`src/inc/ocfr_consts.vh`:
```
`ifndef OCFR_CONSTS_VH
`define OCFR_CONSTS_VH

// command code of the response byte
`define OCFR_CMD_RESPONSE 8'h47
// response byte reset value (ignore fault, no retry, one unit)
`define OCFR_RESPONSE_RESET 8'h00
// field positions
`define OCFR_RESP_HI 7
`define OCFR_RESP_LO 6
`define OCFR_RETRY_HI 5
`define OCFR_RETRY_LO 3
`define OCFR_DELAY_HI 2
`define OCFR_DELAY_LO 0
// response field encodings
`define OCFR_RESP_IGNORE 2'h0
`define OCFR_RESP_COND_CC 2'h1
`define OCFR_RESP_SHUTDOWN 2'h2
`define OCFR_RESP_DELAY_CC 2'h3
// retry field encodings
`define OCFR_RETRY_NONE 3'h0
`define OCFR_RETRY_FOREVER 3'h7

`endif

```
`src/rtl/ocfr_delay_timer.v`:
```
`timescale 1ns/1ps
// times 2^code units, each unit being unit_cycles clock cycles
module ocfr_delay_timer #(
	parameter UNIT_W = 16
) (
	ref_clk,
	rst,
	ce,
	start,
	code,
	unit_cycles,
	busy,
	done
);
	input wire ref_clk;
	input wire rst;
	input wire ce;
	input wire start;
	input wire [2:0] code;
	input wire [UNIT_W-1:0] unit_cycles;
	output reg busy;
	output reg done;

	reg [UNIT_W-1:0] tick_reg;
	reg [7:0] unit_reg;
	reg [7:0] units_m1;
	wire unit_end;

	always @*
	begin
		units_m1 = (8'h01 << code) - 8'h01;
	end

	// done is raised during the last cycle, so a user acting on it at the
	// next edge sees exactly 2^code units from the start edge, not one more
	always @*
	begin
		done = busy && unit_end && (unit_reg == units_m1);
	end

	// a zero unit length is treated as one cycle so the timer cannot hang
	assign unit_end = (tick_reg + {{(UNIT_W-1){1'b0}}, 1'b1} >= unit_cycles);

	always @(posedge ref_clk)
	begin
		if (rst)
		begin
			busy <= 1'b0;
			tick_reg <= {UNIT_W{1'b0}};
			unit_reg <= 8'h00;
		end
		else if (ce)
		begin
			if (start)
			begin
				busy <= 1'b1;
				tick_reg <= {UNIT_W{1'b0}};
				unit_reg <= 8'h00;
			end
			else if (busy)
			begin
				if (unit_end)
				begin
					tick_reg <= {UNIT_W{1'b0}};
					if (unit_reg == units_m1)
					begin
						busy <= 1'b0;
					end
					else
						unit_reg <= unit_reg + 8'h01;
				end
				else
					tick_reg <= tick_reg + {{(UNIT_W-1){1'b0}}, 1'b1};
			end
		end
	end
endmodule // ocfr_delay_timer

```
`src/rtl/ocfr_ctrl.v`:
```
`timescale 1ns/1ps
`include "ocfr_consts.vh"

module ocfr_ctrl #(
	parameter UNIT_W = 16
) (
	ref_clk,
	rst,
	ce,
	cmd_code,
	cmd_data,
	cmd_wr,
	time_unit_cycles,
	run_cmd,
	oc_detect,
	lv_detect,
	other_fault,
	fault_clear,
	response_rdata,
	output_on,
	current_limit,
	oc_fault_flag,
	fault_notify,
	latched_off,
	attempts_used
);
	input wire ref_clk;
	input wire rst;
	input wire ce;
	input wire [7:0] cmd_code;
	input wire [7:0] cmd_data;
	input wire cmd_wr;
	input wire [UNIT_W-1:0] time_unit_cycles;
	input wire run_cmd;
	input wire oc_detect;
	input wire lv_detect;
	input wire other_fault;
	input wire fault_clear;
	output reg [7:0] response_rdata;
	output reg output_on;
	output reg current_limit;
	output reg oc_fault_flag;
	output reg fault_notify;
	output reg latched_off;
	output reg [2:0] attempts_used;

	localparam ST_OFF = 3'h0;
	localparam ST_RUN = 3'h1;
	localparam ST_HOLD = 3'h2;
	localparam ST_WAIT = 3'h3;
	localparam ST_TRY = 3'h4;
	localparam ST_LATCH = 3'h5;

	reg [2:0] state_reg;
	reg [2:0] state_next;
	reg [2:0] attempts_next;
	reg timer_start;
	reg fault_event;
	wire timer_busy;
	wire timer_done;
	wire [1:0] resp_mode;
	wire [2:0] retry_code;
	wire [2:0] delay_code;
	wire trip;
	wire may_retry;

	assign resp_mode = response_rdata[`OCFR_RESP_HI:`OCFR_RESP_LO];
	assign retry_code = response_rdata[`OCFR_RETRY_HI:`OCFR_RETRY_LO];
	assign delay_code = response_rdata[`OCFR_DELAY_HI:`OCFR_DELAY_LO];

	// fault that forces an immediate shutdown under the current response mode
	assign trip = oc_detect && ((resp_mode == `OCFR_RESP_SHUTDOWN) ||
		(resp_mode == `OCFR_RESP_COND_CC && lv_detect));

	// retry budget: forever, or attempts still below the programmed count
	assign may_retry = (retry_code == `OCFR_RETRY_FOREVER) ||
		(attempts_used < retry_code);

	// one timer serves both the limiting delay and the retry spacing
	ocfr_delay_timer #(
		.UNIT_W(UNIT_W)
	) u_timer (
		.ref_clk(ref_clk),
		.rst(rst),
		.ce(ce),
		.start(timer_start),
		.code(delay_code),
		.unit_cycles(time_unit_cycles),
		.busy(timer_busy),
		.done(timer_done)
	);

	always @*
	begin
		state_next = state_reg;
		attempts_next = attempts_used;
		timer_start = 1'b0;
		fault_event = 1'b0;
		if (!run_cmd || other_fault)
		begin
			// commanded off or another fault ends any retry sequence
			state_next = ST_OFF;
			attempts_next = 3'h0;
		end
		else
		begin
			case (state_reg)
				ST_OFF:
				begin
					state_next = ST_RUN;
				end
				ST_RUN:
				begin
					fault_event = oc_detect;
					if (trip)
					begin
						if (retry_code == `OCFR_RETRY_NONE)
							state_next = ST_LATCH;
						else
						begin
							state_next = ST_WAIT;
							timer_start = 1'b1;
						end
					end
					else if (oc_detect && resp_mode == `OCFR_RESP_DELAY_CC)
					begin
						state_next = ST_HOLD;
						timer_start = 1'b1;
					end
				end
				ST_HOLD:
				begin
					if (!oc_detect)
						state_next = ST_RUN;
					else if (timer_done)
					begin
						if (retry_code == `OCFR_RETRY_NONE)
							state_next = ST_LATCH;
						else
						begin
							state_next = ST_WAIT;
							timer_start = 1'b1;
						end
					end
				end
				ST_WAIT:
				begin
					// the timer was started on entry, or at the attempt start if TRY tripped; an idle
					// timer covers a trip that landed on the timer's last cycle
					if (timer_done || !timer_busy)
					begin
						if (may_retry)
						begin
							state_next = ST_TRY;
							timer_start = 1'b1;
							if (retry_code != `OCFR_RETRY_FOREVER)
								attempts_next = attempts_used + 3'h1;
						end
						else
							state_next = ST_LATCH;
					end
				end
				ST_TRY:
				begin
					fault_event = oc_detect;
					if (trip)
						state_next = ST_WAIT;
					else if (timer_done)
					begin
						if (oc_detect && resp_mode == `OCFR_RESP_DELAY_CC)
						begin
							state_next = ST_WAIT;
							timer_start = 1'b1;
						end
						else
						begin
							state_next = ST_RUN;
							attempts_next = 3'h0;
						end
					end
				end
				ST_LATCH:
				begin
					if (fault_clear)
					begin
						state_next = ST_RUN;
						attempts_next = 3'h0;
					end
				end
				default:
				begin
					state_next = ST_OFF;
				end
			endcase
		end
	end

	always @(posedge ref_clk)
	begin
		if (rst)
		begin
			state_reg <= ST_OFF;
			response_rdata <= `OCFR_RESPONSE_RESET;
			output_on <= 1'b0;
			current_limit <= 1'b0;
			oc_fault_flag <= 1'b0;
			fault_notify <= 1'b0;
			latched_off <= 1'b0;
			attempts_used <= 3'h0;
		end
		else if (ce)
		begin
			if (cmd_wr && cmd_code == `OCFR_CMD_RESPONSE)
				response_rdata <= cmd_data;
			state_reg <= state_next;
			attempts_used <= attempts_next;
			output_on <= (state_next == ST_RUN) || (state_next == ST_HOLD) ||
				(state_next == ST_TRY);
			latched_off <= (state_next == ST_LATCH);
			// clamp whenever running with overcurrent, except when shutdown wins
			current_limit <= oc_detect && !trip && ((state_next == ST_RUN) ||
				(state_next == ST_HOLD) || (state_next == ST_TRY));
			fault_notify <= fault_event && !oc_fault_flag;
			// a new fault in the clearing cycle keeps the flag set
			if (fault_event)
				oc_fault_flag <= 1'b1;
			else if (fault_clear)
				oc_fault_flag <= 1'b0;
		end
	end
endmodule // ocfr_ctrl

```
`config.mk`:
```
export PLATFORM = sky130hd
export DESIGN_NAME = ocfr_ctrl
export DESIGN_NICKNAME = d
export VERILOG_FILES = /design/src/rtl/ocfr_delay_timer.v /design/src/rtl/ocfr_ctrl.v
export VERILOG_INCLUDE_DIRS = /design/src /design/src/inc
export SDC_FILE = /design/constraint.sdc
export NUM_CORES = 1
export LEC_CHECK = 0
export ABC_AREA = 1
export CAP_MARGIN = 25
export CORE_MARGIN = 5
export CORE_UTILIZATION = 60
export CTS_CLUSTER_SIZE = 20
export DETAILED_ROUTE_END_ITERATION = 8
export DONT_BUFFER_PORTS = 1
export PLACE_DENSITY = 0.76
export SKIP_CTS_REPAIR_TIMING = 1
export SLEW_MARGIN = 20
export SYNTH_ARGS = -nofsm -noshare
export SYNTH_HDL_FRONTEND = slang
export SYNTH_SLANG_ARGS = --single-unit
export TNS_END_PERCENT = 1
```
`constraint.sdc`:
```
create_clock -name ref_clk -period 8.05 [get_ports ref_clk]
set_input_delay 1.2075 -clock ref_clk [delete_from_list [all_inputs] [get_ports ref_clk]]
set_output_delay 1.2075 -clock ref_clk [all_outputs]
set_load 0.01 [all_outputs]
```
; Word level (Yosys, flattened, before mapping)
; Index checks and enable logic that the tools add are counted.
; W data, S select, Z words.
[classes]
add_sub_neg = 4
order_cmp = 2
n_eq_ne = 24
shift = 1
muxes = 48
n_reduce_logical = 31
[ops]
columns = op, count
row1 = $mux W3, 18
row2 = $mux W16, 3
row3 = $mux W8, 4
row4 = $ne A3 B3 Y1 const B, 8
row5 = $mux W1, 19
row6 = $pmux W3 S6, 1
row7 = $add A16 B1 Y16 const B, 1
row8 = $ge A16 B16 Y1, 1
row9 = $eq A3 B3 Y1 const B, 5
row10 = $eq A3 B2 Y1 const B, 3
row11 = $logic_and A1 B1 Y1, 9
row12 = $pmux W3 S3, 1
row13 = $reduce_and A9 Y1, 1
row14 = $add A8 B1 Y8 const B, 1
row15 = $eq A8 B7 Y1 const B, 1
row16 = $eq A8 B8 Y1, 1
row17 = $shl A1 B3 Y8 const A, 1
row18 = $sub A8 B1 Y8 const B, 1
row19 = $eq A3 B1 Y1 const B, 2
row20 = $logic_not A3 Y1, 2
row21 = $logic_or A1 B1 Y1, 6
row22 = $reduce_and A2 Y1, 3
row23 = $reduce_bool A2 Y1, 3
row24 = $eq A2 B2 Y1 const B, 2
row25 = other kinds (10), 13
[word_totals]
register_bits = 44
in_bits = 41
wordCells = 121

; Logic depth before layout (Yosys ltp)
[depth]
depth_word = 12
mapped_depth = 25
ltp_nobuf = 25

; Hierarchy
; Synthesis repeated with hierarchy kept, for this count alone.
[unflattened]
cells_unflattened = 546
area_unflattened_um2 = 3460.8
[by_module_without_submodules]
columns = mod, n_inst, cells_each, area_per_inst_um2, seq_area_each_um2
row1 = ocfr_delay_timer, 1, 350, 2244.7, 500.5
row2 = ocfr_ctrl, 1, 196, 1216.2, 380.4

; Worst setup path after synthesis
; OpenSTA, ideal clock, no wires.
[synth_timing]
kind = reg2reg
startpoint = register u_timer.tick_reg[0]
endpoint = register u_timer.tick_reg[3]
setup_time_ns = 0.117
arrival_ns = 3.280
path_slack_ns = 4.653
stages_incl_launch_ff = 26
period_less_slack_ns = 3.397
path_cell_list = dfxtp_1 -> and3_1 -> nand3_1 -> nor3_2 -> nand3_1 -> nor2_1 -> nand2_1 -> nor3b_2 -> nand2_1 -> xor2_1 -> inv_1 -> ha_1 -> nand2_1 -> nor3_1 -> nand3_1 -> nand3_2 -> nand2_4 -> nand2_4 -> nand3b_4 -> nand2_4 -> nand3_4 -> nand2_4 -> inv_4 -> buf_6 -> a21oi_2 -> nor2_1
[synth_via]
elab_chain_cells = 10
[synth_lines]
columns = item, line_no
row1 = start: declaration, ocfr_delay_timer.v:24  ; reg [UNIT_W-1:0] tick_reg;
row2 = start signal: assignment, ocfr_delay_timer.v:49  ; tick_reg <= {UNIT_W{1'b0}};
row3 = start signal: assignment, ocfr_delay_timer.v:57  ; tick_reg <= {UNIT_W{1'b0}};
row4 = start signal: assignment, ocfr_delay_timer.v:64  ; tick_reg <= {UNIT_W{1'b0}};
row5 = $add A16 B1 Y16 (*), "ocfr_delay_timer.v:42, ocfr_delay_timer.v:73"
row6 = $ge A16 B16 Y1, ocfr_delay_timer.v:42  ; assign unit_end = (tick_reg + {{(UNIT_W-1){1'b0}}, 1'b1} >= unit_cycles);
row7 = $logic_and A1 B1 Y1 (2 in series), ocfr_delay_timer.v:38  ; done = busy && unit_end && (unit_reg == units_m1);
row8 = $mux W1 (tied with other cells), ocfr_ctrl.v:168  ; else if (timer_done)
row9 = "$mux W1, on equally long branches", "ocfr_ctrl.v:166, ocfr_ctrl.v:133, ocfr_ctrl.v:150"
row10 = $pmux W1 S4, ocfr_ctrl.v:107  ; case (state_reg)
row11 = $mux W1, ocfr_ctrl.v:99  ; if (!run_cmd || other_fault)
row12 = $reduce_bool A2 Y1 (no line), -
row13 = $reduce_and A2 Y1 (no line), -
; Every way passes the cells marked *; elsewhere a longest branch is shown, timed or not. The select of a mux whose other input is x is not followed.
; A chain may end at the register's enable or synchronous reset.

; Final worst setup path
[layout_timing]
startpoint = register u_timer.tick_reg[0]
endpoint = register u_timer.tick_reg[14]
; Same word-level chain as after synthesis.

==> impl_results.md <==
- Layout Cell Area excl Fill: 3390 sq um
- TNS Setup: 0 ps
- Leakage: 1.54 nW
- Top_reg_cell synth: dfxtp_1
- Worst Max-Slew Pin Slew: 778 ps
- Register bit count reported by yosys: 44
- Async set-reset flop share out of synthesis: 0%
- Top achievable clock speed: 0.249 GHz
- Count of pins over their slew limit: 0
- Clk slew on worst S/H paths: 90 ps
- RePlAce Congestion: 0.911
- Post-DP Area: 3290 sq um
- Post-synth cell types: 45
- Avg Vias per Cell: 5.55
- First-pass GRT wire length: 12,400 um
- Initial antenna violation count: 0
- Total power: 455 uW
- Core ar.: 5200 sq um
- Total wire length: 7260 um
- Wirelength per Cell: 13.4 um
- Number of top-level pins: 57
- PD cells: 134 nW/um^2
- Clock Sinks: 44
- Most frequent cells in the layout: nand2_1 (90), inv_1 (58), a21oi_1 (45)
- HPWL Detailed: 5690 um
- Die Span Y: 83.8 um
- Die ar.: 7030 sq um
- Maximum number of pins on one net before global-route repair: 30
- Nets: 535
- CTS buffer count: 5
- Outcome: finished clean
- CP most frequent cell: nand2_4
- DR vias: 3,014
- Port-buffer cells: 0
- Drt pass-1 iters: 5
- Max_slew headroom: 48.0%
- Syn Inst Count: 477
- Net count after synthesis: 540
- Tcrit/Tclk final: 49.9%
- Root buf cell: clkbuf_8
- Startpoint Class: register
- Worst skew pair latency: 300 ps
- Final Hold Vio Count: 0
- Clk buf depth: 2
- H-tree Lvls: 2
- Tmin final: 4020 ps
- Slowest cell on crit path: dfxtp_1
- FF+latch area: 881 sq um
- HP Class: reg2reg
- GRT Total Usage: 20.9%
- Fill count: 489
- Post-synthesis instance area: 3270 sq um
- Area of the multi-input gates: 2050 sq um
- P&R area growth vs syn: 3.75%
- Share of layout cells above drive strength 1: 10.1%
- Required time worst endpoint: 8240 ps
- Row count: 26
- Die Width: 83.8 um
- Max Cap Viol: 0
- CP Data Arrival Time: 4210 ps
- Ant diodes: 0
- CTS tree: done
- Commonest non-fill, non-tap cell in the layout: nand2_1
- Pre-CTS WS: 4050 ps
- Worst setup EP type: register
- Post-route DRC: 0
- Ys Warns: 0
- CP Class: reg2reg
- Starting DRT DRC Count: 130
- Max VDD drop: 0.108 mV
- Max FFs per register: 16
- Setup violators final: 0
- Grt ovf: 0
- Slowest stage delay, CP: 400 ps
- Crit Path Max Fanout: 18
- ANT nets after route: 0
- Seq/Total Area, Yosys: 26.9%
- EDFF count, synth: 0
- Starting Density: 62.9%
- Final WS setup: 4030 ps
- Avg Cell Area, Syn: 6.86 sq um
- Critical-path cell list: and3_1 > nand3_1 > nor3_2 > nand3_1 > nor2_1 > nand2_1 > nor3b_2 > nand2_1 > xor2_1 > inv_1 > ha_1 > nand2_1 > nor3_1 > nand3_1 > nand3_2 > nand2_4 > nand2_4 > nand3b_4 > nand2_4 > nand3_4 > nand2_4 > inv_4 > a21oi_1 > nor2_1
- RSZ-0062 raised after global routing: no
- Vias in the first global route: 2,825
- Skew final: 9.57 ps
-- where the power goes --
group / internal, mW / total (mW) / switching, mW
registers: 0.223 / 0.230 / 0.00655
clock network: 0.0922 / 0.170 / 0.0778
logic: 0.0197 / 0.0558 / 0.0361
-- worst max-delay path, delay by kind of cell (launching register included) --
family | cells | cell delay [ps]
buffers and inverters | 2 | 210
XOR/XNOR | 1 | 170
AO/OA/AOI/OAI | 1 | 130
flip-flops | 1 | 400
AND/OR/NAND/NOR | 19 | 2700
adder cells (fa/ha/maj) | 1 | 290
-- routing by layer --
layer / GRT usage, % / up-vias / share of wire (%)
met2: 35.9 / 93 / 46
met1: 26.0 / 1349 / 47
met3: 5.13 / 11 / 5.9
met4: 5.85 / 0 / 1.3
li1: - / 1561 / -
met5: 0 / - / 0
-- kinds of logic after synthesis --
| group | Yosys count | share of synthesized area [%] |
|---|---|---|
| and+or+nand+nor | 212 | 31.6 |
| AOI/OAI and AO/OA | 99 | 17.7 |
| buffers and inverters | 81 | 10.3 |
| DFF | 44 | 26.9 |
| adders and majority gates | 22 | 8.41 |
| xor gates and xnor gates | 19 | 5.09 |
-- metrics by stage --
stage,utilization (%),hold WS (ps),instances
6_report,65.2,486,543
5_1_grt,65.2,519,543
4_1_cts,65.2,487,543
3_5_place_dp,63.1,474,535
3_3_place_gp,63.1,470,535
2_1_floorplan,-,451,477
-- synthesized netlist by cell type, types with 2 or more instances --
master,number,share of area (%)
nand3b_1,4,0.92
nand2_2,2,0.38
or2_2,2,0.38
inv_2,8,0.92
inv_1,58,6.7
nand2_4,5,1.7
o21ai_1,10,1.5
inv_4,2,0.38
nor2_1,42,4.8
nand4_1,11,2.1
nor2_2,2,0.38
dfxtp_1,44,27
clkbuf_1,7,0.80
nand2_1,90,10
o2111ai_1,2,0.54
nor4_1,2,0.38
xnor2_1,6,1.6
and3_1,2,0.38
a21oi_1,45,6.9
nor3_1,12,1.8
buf_6,3,1.0
xor2_1,13,3.5
o21ai_0,25,3.8
nand3_2,2,0.61
a21oi_2,10,2.7
ha_1,22,8.4
nand3_1,28,4.3
-- final cells by class --
class / count / area share [%]
Clock buffer: 6 / 2.14
Clock inverter: 2 / 1.03
Inverter: 69 / 7.78
Multi-Input combinational cell: 352 / 60.5
Sequential cell: 44 / 25.9
Tap cell: 70 / 2.58
-- path summary, 6_finish.rpt --
| kind | startpoint | depth (start not counted) | end | slack, ps |
|---|---|---|---|---|
| worst min register to register | u_timer.unit_reg[6]$_SDFFE_PP0P_ | 2 | u_timer.unit_reg[6]$_SDFFE_PP0P_ | 490 |
| worst max-delay path | u_timer.tick_reg[0]$_SDFFE_PP0P_ | 24 | u_timer.tick_reg[14]$_SDFFE_PP0P_ | 4030 |
| worst min-delay path | u_timer.unit_reg[6]$_SDFFE_PP0P_ | 2 | u_timer.unit_reg[6]$_SDFFE_PP0P_ | 490 |
| worst max register to register | u_timer.tick_reg[0]$_SDFFE_PP0P_ | 24 | u_timer.tick_reg[14]$_SDFFE_PP0P_ | 4030 |
No activity file was read; power rests on OpenSTA's default activity.
